[src/design/l2_policy_pkg.sv]
// Purpose: Shared constants and carriers for the level-2 cache policy control block
// Assumes: 32-bit control register, bit 0 is the least significant bit
// Notes:   Field positions follow the control register layout
package l2_policy_pkg;
   // Field positions in the control register
   localparam int unsigned POS_ENABLE     = 0;
   localparam int unsigned POS_DATA_ONLY  = 9;
   localparam int unsigned POS_INVALIDATE = 10;
   localparam int unsigned POS_LOWPOWER   = 11;
   localparam int unsigned POS_WR_THROUGH = 12;
   localparam int unsigned POS_TEST_SUPP  = 13;
   localparam int unsigned POS_HOLD_LO    = 14;
   localparam int unsigned POS_HOLD_HI    = 15;
   localparam int unsigned POS_DLL_SLOW   = 16;
   localparam int unsigned POS_DIFF_CLK   = 17;
   localparam int unsigned POS_INSTR_ONLY = 21;
   // Hard reset clears the register
   localparam logic [31:0] CTRL_RESET     = 32'h0000_0000;
   // Mask of bits this block stores; all others read as zero
   localparam logic [31:0] CTRL_MASK      = 32'h0023_FE01;
   // Output hold encoding for this package (0.8 ns)
   localparam logic [1:0]  HOLD_0P8NS     = 2'h1;
   // Invalidate sweep length in lines
   localparam int unsigned LINES_DEFAULT  = 1024;

   // Transaction kinds seen by the cache unit
   typedef enum logic [2:0] {
      TR_IFETCH,
      TR_DLOAD,
      TR_DSTORE,
      TR_PUSH_FLUSH,
      TR_ZERO,
      TR_STORE_1BEAT
   } tr_kind_e;

   // Request from the cache pipeline
   typedef struct packed {
      logic     valid;
      tr_kind_e kind;
      logic     hit;
   } cache_req_s;

   // Policy decision returned to the pipeline
   typedef struct packed {
      logic active;
      logic allocate;
      logic to_bus;
      logic mark_dirty;
      logic mark_valid;
      logic inval_line;
   } cache_dec_s;
endpackage

[src/design/l2_cache_policy_control_bits.sv]
// Purpose: Holds the policy bits of the cache control register and turns them into per-transaction decisions
// Assumes: Register written through a special-register port; power state pins asynchronous, synchronised to the system clock
// Notes:   Invalidate sweeps line status indices one per cycle and self-clears
`timescale 1ns/10ps

// How it works
// Data-only bit stops instruction miss reloads
// Both only-bits set locks cache allocation; test-mode push misses still allocate here
// Invalidate bit clears every line status
// Software invalidates only with cache disabled
// Low-power bit drives RAM sleep in nap/sleep
// Avoid low-power bit during nap snooping
// Write-through sends every write to bus
// Write-through lines are marked clean
// Never set write-through after enabling
// Test mode keeps flush pushes in cache
// Test mode hides zero stores and single-beat store misses
// Output hold field selects RAM hold time
// DLL slow bit lengthens tap delay
// Differential clock bit left clear here
// Enable takes effect from next transaction; here requests see it only after a request-free cycle following the write
// Instruction-only bit restricts reloads to fetches
// Fields hold until rewrite or reset, except invalidate, which self-clears at sweep end
module l2_cache_policy_control_bits
   import l2_policy_pkg::*;
#(
   parameter int unsigned LINES = LINES_DEFAULT
) (
   // Clock and reset
   input  wire logic        I_CLK_SYS,
   input  wire logic        I_RST,
   // Control register port
   input  wire logic        I_REG_WR,
   input  wire logic [31:0] I_REG_WDATA,
   output logic      [31:0] O_REG_RDATA,
   // Power state
   input  wire logic        I_NAP,
   input  wire logic        I_SLEEP,
   // Cache pipeline request and decision
   input  wire cache_req_s  I_REQ,
   output cache_dec_s       O_DEC,
   // Line status clear port
   output logic             O_LINE_CLR,
   output logic [$clog2(LINES)-1:0] O_LINE_IDX,
   // RAM interface controls
   output logic             O_CACHE_RAM_SLEEP,
   output logic      [1:0]  O_OUTPUT_HOLD_SEL,
   output logic             O_DLL_SLOW_TAPS,
   output logic             O_DIFF_CLOCK_MODE
);
   // Sweep index width and the index that ends a sweep
   localparam int unsigned IW = $clog2(LINES);
   localparam logic [IW-1:0] LAST_IDX = IW'(LINES - 1);

   // Invalidate sequencer states
   typedef enum logic {ST_IDLE, ST_SWEEP} inv_state_e;

   // Control register
   logic [31:0]   ctrl_r;
   logic [31:0]   ctrl_nxt;

   // Invalidate sweep
   inv_state_e    inv_state_r;
   inv_state_e    inv_state_nxt;
   logic [IW-1:0] idx_r;
   logic [IW-1:0] idx_nxt;

   // Enable as seen by the transaction in flight
   logic          enable_live_r;

   // Power state pins, their synchronised copies and the RAM sleep output
   wire  [1:0]    pwr_pin = {I_SLEEP, I_NAP};
   wire  [1:0]    pwr_sync;
   logic          sleep_r;

   // Registered decision
   cache_dec_s    dec_r;
   cache_dec_s    dec_nxt;

   // Software ordering (invalidate only while disabled, write-through only
   // before enable) is not policed here; breaking it loses dirty data

   // Named fields of the stored register
   wire cache_enable_bit  = ctrl_r[POS_ENABLE];
   wire data_only_alloc   = ctrl_r[POS_DATA_ONLY];
   wire instr_only_alloc  = ctrl_r[POS_INSTR_ONLY];
   wire ram_lowpower_auto = ctrl_r[POS_LOWPOWER];
   wire write_through_sel = ctrl_r[POS_WR_THROUGH];
   wire test_support_mode = ctrl_r[POS_TEST_SUPP];

   // Write stores the policy bits; invalidate bit self-clears at end of sweep
   wire sweep_done   = (inv_state_r == ST_SWEEP) && (idx_r == LAST_IDX);
   wire inv_start    = I_REG_WR && I_REG_WDATA[POS_INVALIDATE];
   always_comb begin
      ctrl_nxt = ctrl_r;
      if (I_REG_WR) begin
         // Unstored fields never reach the register, so they read back as zero
         ctrl_nxt = I_REG_WDATA & CTRL_MASK;
      end
      // A fresh invalidate write on the last sweep cycle wins over the self-clear
      if (sweep_done && !inv_start) begin
         ctrl_nxt[POS_INVALIDATE] = 1'b0;
      end
   end

   // Invalidate sweep walks every line index once
   always_comb begin
      inv_state_nxt = inv_state_r;
      idx_nxt       = idx_r;
      case (inv_state_r)
         ST_IDLE: begin
            if (inv_start) begin
               inv_state_nxt = ST_SWEEP;
               idx_nxt       = '0;
            end
         end
         // Writes during a sweep do not restart it; only idle accepts a start
         ST_SWEEP: begin
            if (sweep_done) begin
               inv_state_nxt = ST_IDLE;
            end else begin
               idx_nxt = idx_r + IW'(1);
            end
         end
         default: inv_state_nxt = ST_IDLE;
      endcase
   end

   // Register and sweep state
   always_ff @(posedge I_CLK_SYS) begin
      if (I_RST) begin
         ctrl_r      <= CTRL_RESET;
         inv_state_r <= ST_IDLE;
         idx_r       <= '0;
      end else begin
         ctrl_r      <= ctrl_nxt;
         inv_state_r <= inv_state_nxt;
         idx_r       <= idx_nxt;
      end
   end

   // Enable is sampled only between transactions, so a request in flight keeps its mode
   always_ff @(posedge I_CLK_SYS) begin
      if (I_RST) begin
         enable_live_r <= 1'b0;
      end else if (!I_REQ.valid) begin
         enable_live_r <= cache_enable_bit;
      end
   end

   // Power state pins are asynchronous to this clock: two flip-flops per pin,
   // and only the second stage is read, so a metastable first stage stays hidden
   for (genvar g = 0; g < 2; g++) begin : g_sync
      logic s1_r;
      logic s2_r;
      always_ff @(posedge I_CLK_SYS) begin
         if (I_RST) begin
            s1_r <= 1'b0;
            s2_r <= 1'b0;
         end else begin
            s1_r <= pwr_pin[g];
            s2_r <= s1_r;
         end
      end
      assign pwr_sync[g] = s2_r;
   end

   // RAM sleep follows nap or sleep only while automatic control is on
   always_ff @(posedge I_CLK_SYS) begin
      if (I_RST) begin
         sleep_r <= 1'b0;
      end else begin
         sleep_r <= ram_lowpower_auto && (|pwr_sync);
      end
   end

   // Allocation gating by traffic type
   wire is_instr    = (I_REQ.kind == TR_IFETCH);
   wire is_flush    = (I_REQ.kind == TR_PUSH_FLUSH);
   wire is_write    = (I_REQ.kind == TR_DSTORE) || is_flush || (I_REQ.kind == TR_STORE_1BEAT);
   wire instr_ok    = !data_only_alloc;
   wire data_ok     = !instr_only_alloc;
   // Both bits set leaves neither allowed, which is the locked case
   wire alloc_ok    = is_instr ? instr_ok : data_ok;
   wire ts_flush    = test_support_mode && is_flush;
   wire ts_quiet    = test_support_mode && ((I_REQ.kind == TR_ZERO) ||
                      ((I_REQ.kind == TR_STORE_1BEAT) && !I_REQ.hit));

   // Decision per request, registered so data outputs come from flip-flops
   always_comb begin
      dec_nxt = '0;
      if (I_REQ.valid && enable_live_r && inv_state_r == ST_IDLE) begin
         dec_nxt.active     = 1'b1;
         // Hits never allocate; test-mode pushes allocate only on a miss
         dec_nxt.allocate   = !I_REQ.hit && (alloc_ok || ts_flush);
         dec_nxt.mark_valid = I_REQ.hit || dec_nxt.allocate;
         // Write-through pushes writes to the bus; test mode suppresses flush pushes, zero stores and single-beat store misses
         dec_nxt.to_bus     = !ts_flush && !ts_quiet &&
                              (write_through_sel ? is_write : (is_flush || !I_REQ.hit));
         // Write-back marks written lines dirty; write-through keeps them clean
         dec_nxt.mark_dirty = is_write && !is_flush && !write_through_sel && dec_nxt.mark_valid;
         dec_nxt.inval_line = is_flush && I_REQ.hit && !ts_flush;
      end
   end

   // Decision register
   always_ff @(posedge I_CLK_SYS) begin
      if (I_RST) begin
         dec_r <= '0;
      end else begin
         dec_r <= dec_nxt;
      end
   end

   // Outputs; hold, slow taps and differential mode are passed straight to the RAM interface
   assign O_REG_RDATA       = ctrl_r;
   assign O_DEC             = dec_r;
   assign O_LINE_CLR        = (inv_state_r == ST_SWEEP);
   assign O_LINE_IDX        = idx_r;
   assign O_CACHE_RAM_SLEEP = sleep_r;
   assign O_OUTPUT_HOLD_SEL = ctrl_r[POS_HOLD_HI:POS_HOLD_LO];
   assign O_DLL_SLOW_TAPS   = ctrl_r[POS_DLL_SLOW];
   assign O_DIFF_CLOCK_MODE = ctrl_r[POS_DIFF_CLK];
endmodule

[config.mk]
export PLATFORM = sky130hd
export DESIGN_NAME = l2_cache_policy_control_bits
export DESIGN_NICKNAME = d
export VERILOG_FILES = /design/src/design/l2_policy_pkg.sv /design/src/design/l2_cache_policy_control_bits.sv
export SDC_FILE = /design/constraint.sdc
export NUM_CORES = 1
export LEC_CHECK = 0
export BUFFER_PORTS_ARGS = -buffer_cell sky130_fd_sc_hd__buf_4
export CAP_MARGIN = 0
export CORE_MARGIN = 2
export CORE_UTILIZATION = 45
export CTS_BUF_LIST = sky130_fd_sc_hd__clkbuf_8
export DETAILED_ROUTE_END_ITERATION = 6
export PLACE_DENSITY = 0.8
export SETUP_SLACK_MARGIN = 0.4
export SLEW_MARGIN = 10
export SYNTH_ARGS = -nofsm -noshare
export SYNTH_HDL_FRONTEND = slang
export SYNTH_SLANG_ARGS = --single-unit
export TNS_END_PERCENT = 10
[constraint.sdc]
create_clock -name I_CLK_SYS -period 1.8 [get_ports I_CLK_SYS]
set_input_delay 0 -clock I_CLK_SYS [delete_from_list [all_inputs] [get_ports I_CLK_SYS]]
set_output_delay 0 -clock I_CLK_SYS [all_outputs]
set_load 0.02 [all_outputs]
==> results of run 1 <==
## sequential cells by signal, indices dropped and copies added, names as in the netlist
register / cells
O_DEC: 6
O_CACHE_RAM_SLEEP: 1
g_sync.s2_r: 2
enable_live_r: 1
O_REG_RDATA: 11
g_sync.s1_r: 2
O_LINE_CLR: 1
O_LINE_IDX: 10
## power by group
part	internal [mW]	switching, mW	total (mW)
registers	0.775	0.0198	0.795
logic	0.125	0.158	0.283
clock network	0.445	0.274	0.719
## worst reg2reg max path: cells and delay by family, from the launching register on
kind,cells,cell delay [ns]
simple gates,3,0.64
flops,1,0.36
fa+ha+maj,1,0.18
buf+inv,1,0.12
compound gates,1,0.08
## how the worst max path moves through the flow
stage                                     startpoint                          to  slack [ns]  cells past startpoint
after detailed placement  O_LINE_IDX[0]$_SDFFE_PP0P_  O_LINE_IDX[8]$_SDFFE_PP0P_        0.28                      5
final                     O_LINE_IDX[1]$_SDFFE_PP0P_  O_LINE_IDX[0]$_SDFFE_PP0P_        0.35                      6
after CTS                 O_LINE_IDX[0]$_SDFFE_PP0P_       O_LINE_CLR$_SDFF_PP0_        0.36                      5
after global placement    O_LINE_IDX[0]$_SDFFE_PP0P_  O_LINE_IDX[8]$_SDFFE_PP0P_        0.29                      5
after global routing      O_LINE_IDX[0]$_SDFFE_PP0P_  O_LINE_IDX[0]$_SDFFE_PP0P_        0.29                      6
after floorplan           O_LINE_IDX[0]$_SDFFE_PP0P_  O_LINE_IDX[8]$_SDFFE_PP0P_        0.30                      5
## through the flow
step / power [mW] / worst slack, ns / area [µm²] / utilization (%) / std cells
floorplan: 1.002 / 0.3041 / 1720 / - / 202
global placement: 1.054 / 0.2903 / 1974 / 58.25 / 271
detailed placement: 1.059 / 0.2789 / 1974 / 58.25 / 271
CTS: 1.799 / 0.3561 / 2262 / 66.74 / 295
global route: 1.875 / 0.2863 / 2306 / 68.03 / 299
finish: 1.797 / 0.3493 / 2306 / 68.03 / 299
## kinds of logic after synthesis
kind of cell,count (synthesis),share of synthesized area [%]
AND/OR/NAND/NOR,64,21.87
buffers and inverters,37,14.76
AO/OA/AOI/OAI,35,14.14
flip-flops,34,42.04
multiplexers,10,6.183
adder cells (fa/ha/maj),1,0.7727
other,1,0.2316
## cell type report
cell class,instances,area [µm²],share of cell area [%]
Clock inverter,2,33.78,1.465
Inverter,4,15.01,0.6511
Tap cell,46,57.56,2.496
Multi-Input combinational cell,131,813.3,35.27
Timing Repair Buffer,76,611.8,26.53
Clock buffer,6,82.58,3.581
Sequential cell,34,691.9,30.01
## Yosys cell counts
cell        n  area, µm²
a2111oi_2   2      30.03
a211o_1     1      8.760
a211oi_1    1      7.510
a21boi_0    1      7.510
a21o_1      1      7.510
a21o_2      1      8.760
a21oi_1    14      70.07
a31oi_1     3      18.77
a41oi_1     1      8.760
and2b_2     1      8.760
and3_1      1      6.260
and3_2      1      7.510
and4_2      1      10.01
buf_2       2      10.01
buf_4      26      195.2
clkbuf_1    5      18.77
conb_1      1      3.750
dfxtp_1    34      680.7
ha_1        1      12.51
inv_1       4      15.01
mux2i_1    10      100.1
nand2_1     8      30.03
nand2b_1    3      18.77
nand3_1     6      30.03
nand3_2     1      10.01
nand3b_1    2      15.01
nor2_1     17      63.81
nor2b_1     7      43.79
nor3_1      7      35.03
nor3_4      1      16.27
nor3b_1     3      22.52
nor4_1      2      12.51
o2111ai_1   1      8.760
o21ai_0     7      35.03
o22a_1      1      8.760
o32ai_1     1      8.760
or3_1       1      6.260
or4_1       1      7.510
or4b_1      1      10.01
## layer usage
layer | vias to the layer above | GRT usage [%] | share of wire (%) | routed length (µm)
li1 | 731 | - | - | -
met1 | 666 | 22.41 | 41 | 1538
met2 | 54 | 33.33 | 50 | 1880
met3 | 5 | 4.930 | 7.9 | 297
met4 | 0 | 8.967 | 1.4 | 52
met5 | - | 0 | 0 | 0
## repair_timing
action                                  in CTS  in global routing
hold endpoints to repair                    15                  0
setup buffers                                1                  4
pin swaps                                    1                  2
gates resized for setup                      2                  4
hold buffers                                15                  0
endpoints found under the setup margin      10                 10
==> out/results.tsv, run 1 <==
stage	metric	value	unit
clock_network	htree_levels	2	
setup_path	r2r_start	O_LINE_IDX[1]$_SDFFE_PP0P_	
global_routing	grt_pass1_wl	6175	µm
cells_and_area	final_common_cell	buf_4	
detailed_routing	firstDrtPassIters	5	
floorplanning	dieArea	4093	µm²
outcome	status	finished, final reports clean	
global_routing	global_route.overflow_total	0	
global_routing	grt_pass1_vias	1344	
placed_design	place_congestion	0.8703	
cells_and_area	final_cell_mix	buf_4 (60), dfxtp_1 (29), conb_1 (21)	
floorplanning	num_rows	21	
setup_path	crit_type	register to register	
flow_run	drv_cap	0	
timing	finalCritPeriodShare	80.60	%
timing	finClkSkew	0.003811	ns
timing	fin_crit	1.451	ns
cells_and_area	fill_cells	280	
timing	fin_setup_tns	0	ns
cells_and_area	nNetsFinal	295	
setup_path	startpoint_type	register	
setup_path	cp_num_buf_inv	1	
timing	finalHoldViolCount	0	
cells_and_area	diodes	0	
logic_synthesis	syn_avg_cell_area	8.896	µm²
floorplanning	die_w	63.98	µm
cells_and_area	drive_gt1_share	33.99	%
clock_network	cts_tree	done	
timing	max_freq	0.6893	GHz
floorplanning	coreArea	3390	µm²
logic_synthesis	syn_area	1619	µm²
detailed_routing	route.vias.total	1456	
setup_path	critical_path.top_delay_family	simple AND/OR/NAND/NOR gates	
setup_path	required	2.02	ns
pwr	ir_drop	0.4467	mV
placed_design	numPortBuffers	53	
setup_path	reg2reg_to	O_LINE_IDX[0]$_SDFFE_PP0P_	
floorplanning	initial_utilization	47.77	%
min_path	hold_depth	4	
setup_path	crit_fanout	6	
setup_path	reg2reg_slack	0.35	ns
floorplanning	die_h	63.98	µm
cells_and_area	area_growth	42.43	%
setup_path	cp_slowest_cell	or4b_1	
timing	setup_viol	0	
clock_network	cts_root_buf	clkbuf_8	
setup_path	arrival	1.67	ns
clock_network	clkTransAtPathRegs	0.07	ns
min_path	min_path_type	input port to register	
pwr	p_leak	1.049	nW
detailed_routing	wl	3768	µm
global_routing	grt_use_total	19.39	%
clock_network	cts_buffers	5	
floorplanning	boundaryPins	96	
pwr	powerDensity	779.2	nW/µm²
timing	rsz0062_at_grt	yes	
timing	slew_violations	0	
setup_path	crit_path_end_kind	register	
timing	hold-worst-slack	0.06706	ns
detailed_routing	final_antenna_net_count	0	
logic_synthesis	ys_seq_area_share	42.04	%
clock_network	cts_sinks	34	
logic_synthesis	synth_seq_cells	34	
min_path	min-delay-start	I_REQ[3]	
detailed_routing	drt-wirelength-per-cell	12.60	µm
setup_path	ff2ff_path_depth	6	
setup_path	crit_path_max_incr_delay	0.45	ns
global_routing	grt_antenna_before_repair	0	
detailed_routing	vias_per_cell	4.870	
clock_network	cts_buffer_depth	2	
global_routing	grt_max_degree	32	
logic_synthesis	synth_warnings	0	
detailed_routing	drc	0	
logic_synthesis	synthCells	182	
setup_path	crit_chain	ha_4 -> nand3_4 -> nor3_4 -> buf_6 -> or4b_1 -> o21ai_1	
clock_network	clk_latency	0.29	ns
min_path	min_to	O_DEC[3]$_SDFF_PP0_	
placed_design	dp.final_hpwl	2366	µm
logic_synthesis	synthDistinctLibCells	39	
detailed_routing	drtIter0Drc	58	
No activity file was read; power rests on OpenSTA's default activity.
==> run 2, diff against run 1 <==
- ABC_AREA: not set -> 1
- clock period: 1.8 -> 1.4 ns (I/O delays scaled with it)
==> run 2 against run 1 <==
Against the previous run: the run now ends with negative hold slack left; sequential cell count unchanged; power increased by 19%; wire length increased by 2.4%; design area decreased by 1.1%; hold slack got worse by 0.14 ns; synthesized cell count increased by 30%; clock skew increased by 0.0037 ns; clock power increased by 2%; critical path type unchanged; largest power group unchanged.
==> out/results.tsv, run 2 <==
stage	metric	value	unit	change
detailed_routing	final_antenna_net_count	0		unchanged
timing	hold-worst-slack	-0.07166	ns	was 0.06706 ns
timing	max_freq	0.7748	GHz	was 0.6893 GHz
placed_design	place_congestion	0.8526		was 0.8703
logic_synthesis	synth_edf_count	0		unchanged
logic_synthesis	synth_top_area_share	40.24	%	was 42.04%
cells_and_area	diodes	0		unchanged
floorplanning	coreArea	3633	µm²	was 3390 µm²
detailed_routing	met3_length	258	µm	was 297 µm
timing	slew_violations	0		unchanged
floorplanning	die_h	65.31	µm	was 63.98 µm
detailed_routing	highest-signal-layer	met4		unchanged
cells_and_area	largest_reg_flops	11		unchanged
clock_network	cts_buffer_depth	2		unchanged
logic_synthesis	syn_avg_cell_area	7.168	µm²	was 8.896 µm²
logic_synthesis	ys.flop_type	dfxtp_1		unchanged
floorplanning	initial_utilization	46.56	%	was 47.77%
outcome	status	finished with violations		was finished, final reports clean
global_routing	global_route.overflow_total	0		unchanged
logic_synthesis	yosys.area.top_type	dfxtp_1		unchanged
detailed_routing	drc	0		unchanged
timing	finClkSkew	0.007553	ns	was 0.003811 ns
detailed_routing	met1_length	1674	µm	was 1538 µm
logic_synthesis	ys_seq_area_share	40.24	%	was 42.04%
timing	fin_crit	1.291	ns	was 1.451 ns
logic_synthesis	async_reset_ff_share	0	%	unchanged
floorplanning	die_w	65.31	µm	was 63.98 µm
cells_and_area	multi_input_area	783.3	µm²	was 813.3 µm²
global_routing	grt_pass1_vias	1479		was 1344
clock_network	clk_latency	0.28	ns	was 0.29 ns
floorplanning	num_rows	22		was 21
logic_synthesis	synthTopCellsByArea	dfxtp_1 (40%), buf_4 (12%), nand2_1 (9.1%), nor2_1 (7.8%), inv_1 (6.4%)		was dfxtp_1 (42%), buf_4 (12%), mux2i_1 (6.2%), a21oi_1 (4.3%), nor2_1 (3.9%)
detailed_routing	drtIter0Drc	117		was 58
cells_and_area	nNetsFinal	344		was 295
setup_path	required	1.61	ns	was 2.02 ns
cells_and_area	drive_gt1_share	28.81	%	was 33.99%
pwr	p_leak	1.122	nW	was 1.049 nW
logic_synthesis	synth_warnings	0		unchanged
clock_network	cts_tree	done		unchanged
timing	rsz0062_at_grt	yes		unchanged
detailed_routing	wl	3858	µm	was 3768 µm
clock_network	clkTransAtPathRegs	0.07	ns	about the same
min_path	min_path_type	input port to register		unchanged
timing	setup_viol	0		unchanged
clock_network	htree_levels	2		unchanged
detailed_routing	drt-wirelength-per-cell	11.02	µm	was 12.60 µm
cells_and_area	fill_cells	331		was 280
global_routing	grt_max_degree	18		was 32
detailed_routing	vias_per_cell	4.683		was 4.870
logic_synthesis	synth_seq_cells	34		unchanged
floorplanning	dieArea	4265	µm²	was 4093 µm²
placed_design	numPortBuffers	53		unchanged
clock_network	cts_buffers	5		unchanged
logic_synthesis	yosysMostFrequentCell	nand2_1		was dfxtp_1
setup_path	crit_type	register to register		unchanged
setup_path	crit_fanout	8		was 6
pwr	ir_drop	0.6411	mV	was 0.4467 mV
timing	finalHoldViolCount	3		was 0
flow_run	drv_cap	0		unchanged
global_routing	grt_pass1_wl	6313	µm	was 6175 µm
cells_and_area	register_area	695.7	µm²	was 691.9 µm²
setup_path	startpoint_type	register		unchanged
setup_path	crit_path_end_kind	register		unchanged
detailed_routing	firstDrtPassIters	4		was 5
clock_network	cts-hold-fix-buffers	12		was 15
detailed_routing	wl_met2	1862	µm	was 1880 µm
logic_synthesis	syn_area	1692	µm²	was 1619 µm²
setup_path	arrival	1.50	ns	was 1.67 ns
detailed_routing	route.vias.total	1639		was 1456
timing	slew_headroom	65.92	%	
global_routing	grt_use_total	19.16	%	was 19.39%
logic_synthesis	synth_commonest_cells	nand2_1 (41), nor2_1 (35), dfxtp_1 (34), inv_1 (29), buf_4 (27)		was dfxtp_1 (34), buf_4 (26), nor2_1 (17), a21oi_1 (14), mux2i_1 (10)
logic_synthesis	synthCells	236		was 182
cells_and_area	final_common_cell	buf_4		unchanged
logic_synthesis	synthDistinctLibCells	24		was 39
outcome	violations	negative hold slack		
cells_and_area	final_cell_mix	buf_4 (56), nand2_1 (41), nor2_1 (33)		was buf_4 (60), dfxtp_1 (29), conb_1 (21)
placed_design	dp.final_hpwl	2691	µm	was 2366 µm
pwr	powerDensity	940.8	nW/µm²	was 779.2 nW/µm²
floorplanning	boundaryPins	96		unchanged
timing	finalCritPeriodShare	92.19	%	was 80.60%
global_routing	grt_antenna_before_repair	0		unchanged
clock_network	cts_sinks	34		unchanged
timing	fin_setup_tns	0	ns	unchanged
cells_and_area	final_util	62.74	%	was 68.03%
timing	tightest_slew	0.5107	ns	
cells_and_area	area_growth	34.76	%	was 42.43%
clock_network	cts_root_buf	clkbuf_8		unchanged
-- run 2: logic make-up (layout without fill, tap and decap cells) --
kind of cell	count (synthesis)	count (layout)	share of synthesized area (%)
adder cells (fa/ha/maj)	1	1	0.7395
flip-flops	34	34	40.24
AND/OR/NAND/NOR	112	112	30.33
AO/OA/AOI/OAI	29	29	9.246
buffers and inverters	59	105	19.23
other	1	21	0.2217
-- run 2: power breakdown --
group          internal (mW)  leakage, nW  switching, mW
registers               1.00        0.283         0.0298
logic                  0.153        0.787          0.229
clock network          0.389       0.0524          0.341
total                   1.55         1.12          0.600
-- run 2: critical path, stage by stage (launching register included) --
cell and delay (ns):
dfxtp_4 0.38, ha_4 0.14, nand2_4 0.06, nor2_4 0.14, nand4_4 0.18, nand3_1 0.14
nand2_1 0.05, nor2_1 0.11
-- run 2: final timing paths --
path	startpoint	to	slack, ns	depth (start not counted)
worst max-delay path	O_LINE_IDX[0]$_SDFFE_PP0P_	O_LINE_IDX[5]$_SDFFE_PP0P_	0.11	7
worst min-delay path	I_RST	O_CACHE_RAM_SLEEP$_SDFF_PP0_	-0.07	2
worst max register to register	O_LINE_IDX[0]$_SDFFE_PP0P_	O_LINE_IDX[5]$_SDFFE_PP0P_	0.11	7
worst min register to register	g_sync[1].s1_r$_SDFF_PP0_	g_sync[1].s2_r$_SDFF_PP0_	0.40	2
-- run 2: cell type report --
cell class                 instances  area share, %
clock buffer                       6          3.622
clock inverter                     2         0.3842
inverter                          29          4.775
multi-input combinational        163          34.36
sequential                        34          30.52
tap                               48          2.634
timing repair buffer              68          23.71
-- run 2: what timing repair did --
action / in CTS / in global routing
hold endpoints to repair: 18 / 3
gates resized for setup: 1 / 1
setup buffers: 1 / 0
endpoints found under the setup margin: 15 / 18
pin swaps: 3 / 0
-- run 2: per-layer routing --
| metal | GRT usage, % | vias up |
|---|---|---|
| met5 | 0 | - |
| met3 | 5.651 | 6 |
| met4 | 9.896 | 0 |
| met2 | 32.14 | 74 |
| met1 | 21.99 | 736 |
| li1 | - | 823 |
-- run 2: stage by stage --
stage,std cells,area [µm²],power (mW),setup slack (ns),hold WS (ns)
CTS,350,2277,2.160,0.1297,-0.08148
finish,350,2280,2.145,0.1094,-0.07166
floorplan,256,1799,1.321,0.2121,0.05327
global route,350,2280,2.251,0.0007224,-0.07752
detailed placement,329,2056,1.404,0.1077,0.2022
global placement,329,2056,1.397,0.1294,0.2022
==> run 3, diff against run 2 <==
- CORE_UTILIZATION: 45 -> 49
- PLACE_DENSITY: 0.8 -> 0.86
- clock period: 1.4 -> 1.6 ns (I/O delays scaled with it)
==> run 3 against run 2 <==
Against the previous run: count of clock-buffer cells in the layout is 1 lower; clock skew increased by 0.0017 ns; die area down 7.7%; sequential power shrank 12%; hold slack improved by 0.078 ns; combinational power shrank 6.8%; maximum frequency grew 1.0%; the flow now finishes without violations; setup slack improved by 0.21 ns.
==> out/results.tsv, run 3 (synthesis gave the netlist of run 2 again) <==
stage	metric	value	unit	change
detailed_routing	drtIter0Drc	125		was 117
timing	max_freq	0.7825	GHz	was 0.7748 GHz
placed_design	dp.final_hpwl	2581	µm	was 2691 µm
timing	fin_crit	1.278	ns	was 1.291 ns
floorplanning	boundaryPins	96		unchanged
pwr	ir_drop	0.5165	mV	was 0.6411 mV
detailed_routing	drt-wirelength-per-cell	11.46	µm	was 11.02 µm
setup_path	path_common_cell	nand2_4		
setup_path	startpoint_type	register		unchanged
timing	finalCritPeriodShare	79.87	%	was 92.19%
timing	fin_setup_tns	0	ns	unchanged
clock_network	cts_buffer_depth	2		unchanged
cells_and_area	nNetsFinal	352		was 344
global_routing	global_route.overflow_total	0		unchanged
detailed_routing	route.vias.total	1644		was 1639
cells_and_area	fill_cells	283		was 331
floorplanning	num_rows	21		was 22
timing	finalHoldViolCount	0		was 3
global_routing	grt_max_degree	18		unchanged
setup_path	arrival	1.50	ns	about the same
global_routing	grt_pass1_wl	6920	µm	was 6313 µm
setup_path	crit_fanout	8		unchanged
global_routing	grt_use_total	22.45	%	was 19.16%
clock_network	cts_sinks	34		unchanged
setup_path	crit_path_max_incr_delay	0.37	ns	was 0.38 ns
pwr	swShare	28.58	%	was 27.96%
clock_network	cts_tree	done		unchanged
setup_path	required	1.82	ns	was 1.61 ns
pwr	clkPwrFrac	31.6	%	was 34.0%
timing	slew_violations	0		unchanged
detailed_routing	firstDrtPassIters	4		unchanged
floorplanning	die_w	62.76	µm	was 65.31 µm
global_routing	grt_antenna_before_repair	0		unchanged
detailed_routing	drc	0		unchanged
cells_and_area	final_util	70.64	%	was 62.74%
floorplanning	die_h	62.76	µm	was 65.31 µm
placed_design	numPortBuffers	53		unchanged
timing	setup_viol	0		unchanged
min_path	min_path_type	input port to register		unchanged
cells_and_area	diodes	0		unchanged
detailed_routing	final_antenna_net_count	0		unchanged
floorplanning	coreArea	3337	µm²	was 3633 µm²
setup_path	cp_slowest_cell	dfxtp_4		unchanged
cells_and_area	area_growth	39.35	%	was 34.76%
cells_and_area	largest_reg_flops	11		unchanged
clock_network	clkTransAtPathRegs	0.07	ns	about the same
detailed_routing	vias_per_cell	4.618		was 4.683
pwr	p_leak	1.162	nW	was 1.122 nW
global_routing	grt_pass1_vias	1602		was 1479
clock_network	cts_root_buf	clkbuf_8		unchanged
pwr	internal-power	1.316	mW	was 1.545 mW
cells_and_area	drive_gt1_share	28.71	%	was 28.81%
pwr	p_switching	0.5266	mW	was 0.5997 mW
floorplanning	initial_utilization	50.69	%	was 46.56%
flow_run	drv_cap	0		unchanged
pwr	seqPwrFrac	49.1	%	was 48.2%
setup_path	crit_chain	ha_4 -> nand2_4 -> nor2_4 -> nand4_4 -> nand2_4 -> nand2_1 -> a21oi_2		was ha_4 -> nand2_4 -> nor2_4 -> nand4_4 -> nand3_1 -> nand2_1 -> nor2_1
outcome	status	finished, final reports clean		was finished with violations
clock_network	clk_latency	0.29	ns	was 0.28 ns
clock_network	cts_buffers	5		unchanged
cells_and_area	final_cell_mix	buf_4 (60), nand2_1 (40), nor2_1 (33)		was buf_4 (56), nand2_1 (41), nor2_1 (33)
setup_path	crit_type	register to register		unchanged
pwr	powerDensity	781.8	nW/µm²	was 940.8 nW/µm²
floorplanning	dieArea	3938	µm²	was 4265 µm²
detailed_routing	wl	4080	µm	was 3858 µm
cells_and_area	final_common_cell	buf_4		unchanged
setup_path	crit_path_end_kind	register		unchanged
timing	finClkSkew	0.009265	ns	was 0.007553 ns
pwr	finalPower	1.843	mW	was 2.145 mW
placed_design	place_congestion	0.8399		was 0.8526
timing	rsz0062_at_grt	yes		unchanged
clock_network	htree_levels	2		unchanged
pwr	power_frac_comb	19.3	%	was 17.8%
==> run 3: path summary, 6_finish.rpt <==
| kind | start | endpoint | slack, ns | depth (start not counted) |
|---|---|---|---|---|
| setup / recovery | O_LINE_IDX[0]$_SDFFE_PP0P_ | O_LINE_IDX[1]$_SDFFE_PP0P_ | 0.32 | 7 |
| hold / removal | I_REG_WDATA[12] | O_REG_RDATA[12]$_SDFFE_PP0P_ | 0.006 | 3 |
| setup reg to reg | O_LINE_IDX[0]$_SDFFE_PP0P_ | O_LINE_IDX[1]$_SDFFE_PP0P_ | 0.32 | 7 |
| hold reg to reg | g_sync[0].s1_r$_SDFF_PP0_ | g_sync[0].s2_r$_SDFF_PP0_ | 0.41 | 2 |
==> run 3: area by class of cell <==
cell class	instances	area (µm²)	share of cell area (%)
clock inverter	3	11.26	0.4777
multi-input combinational	163	807.0	34.24
inverter	29	108.9	4.618
timing repair buffer	76	610.6	25.90
sequential	34	693.2	29.41
tap	46	57.56	2.442
clock buffer	5	68.82	2.919
==> run 3: critical path: cells and delay by family (launching register included) <==
family | cells | cell delay (ns)
AO/OA/AOI/OAI | 1 | 0.11
AND/OR/NAND/NOR | 5 | 0.57
adder cells (fa/ha/maj) | 1 | 0.15
flip-flops | 1 | 0.37
==> run 3: metrics by stage <==
step / setup WS (ns) / instances / hold slack, ns / area [µm²]
finish: 0.3221 / 356 / 0.006222 / 2357
CTS: 0.3535 / 355 / 0.004719 / 2331
detailed placement: 0.3145 / 327 / 0.1987 / 2046
global route: 0.2330 / 356 / 0.03252 / 2357
global placement: 0.3210 / 327 / 0.1989 / 2046
floorplan: 0.4054 / 256 / 0.05327 / 1792
==> run 3: metal layers <==
metal,wire [µm],share of wire (%),track usage (%),up-vias
li1,-,-,-,841
met1,1625,40,25.00,725
met2,2104,52,39.78,67
met3,235,5.8,4.324,11
met4,116,2.8,12.78,0
met5,0,0,0,-
==> run 3: timing repair <==
action / in CTS / in global routing
pin swaps: 4 / 2
hold buffers: 16 / 0
cloned: 0 / 0
endpoints found under the setup margin: 10 / 29
setup buffers: 4 / 1
endpoints found under the hold margin: 20 / 0
gates resized for setup: 4 / 4
==> run 3: power by group through the flow <==
stage          clock, mW  sequential, mW  combinational, mW
2_1_floorplan          0           0.952              0.204
3_3_place_gp           0           0.923              0.298
3_5_place_dp           0           0.923              0.304
4_1_cts            0.590           0.903              0.344
5_1_grt            0.641           0.908              0.385
6_report           0.583           0.904              0.356
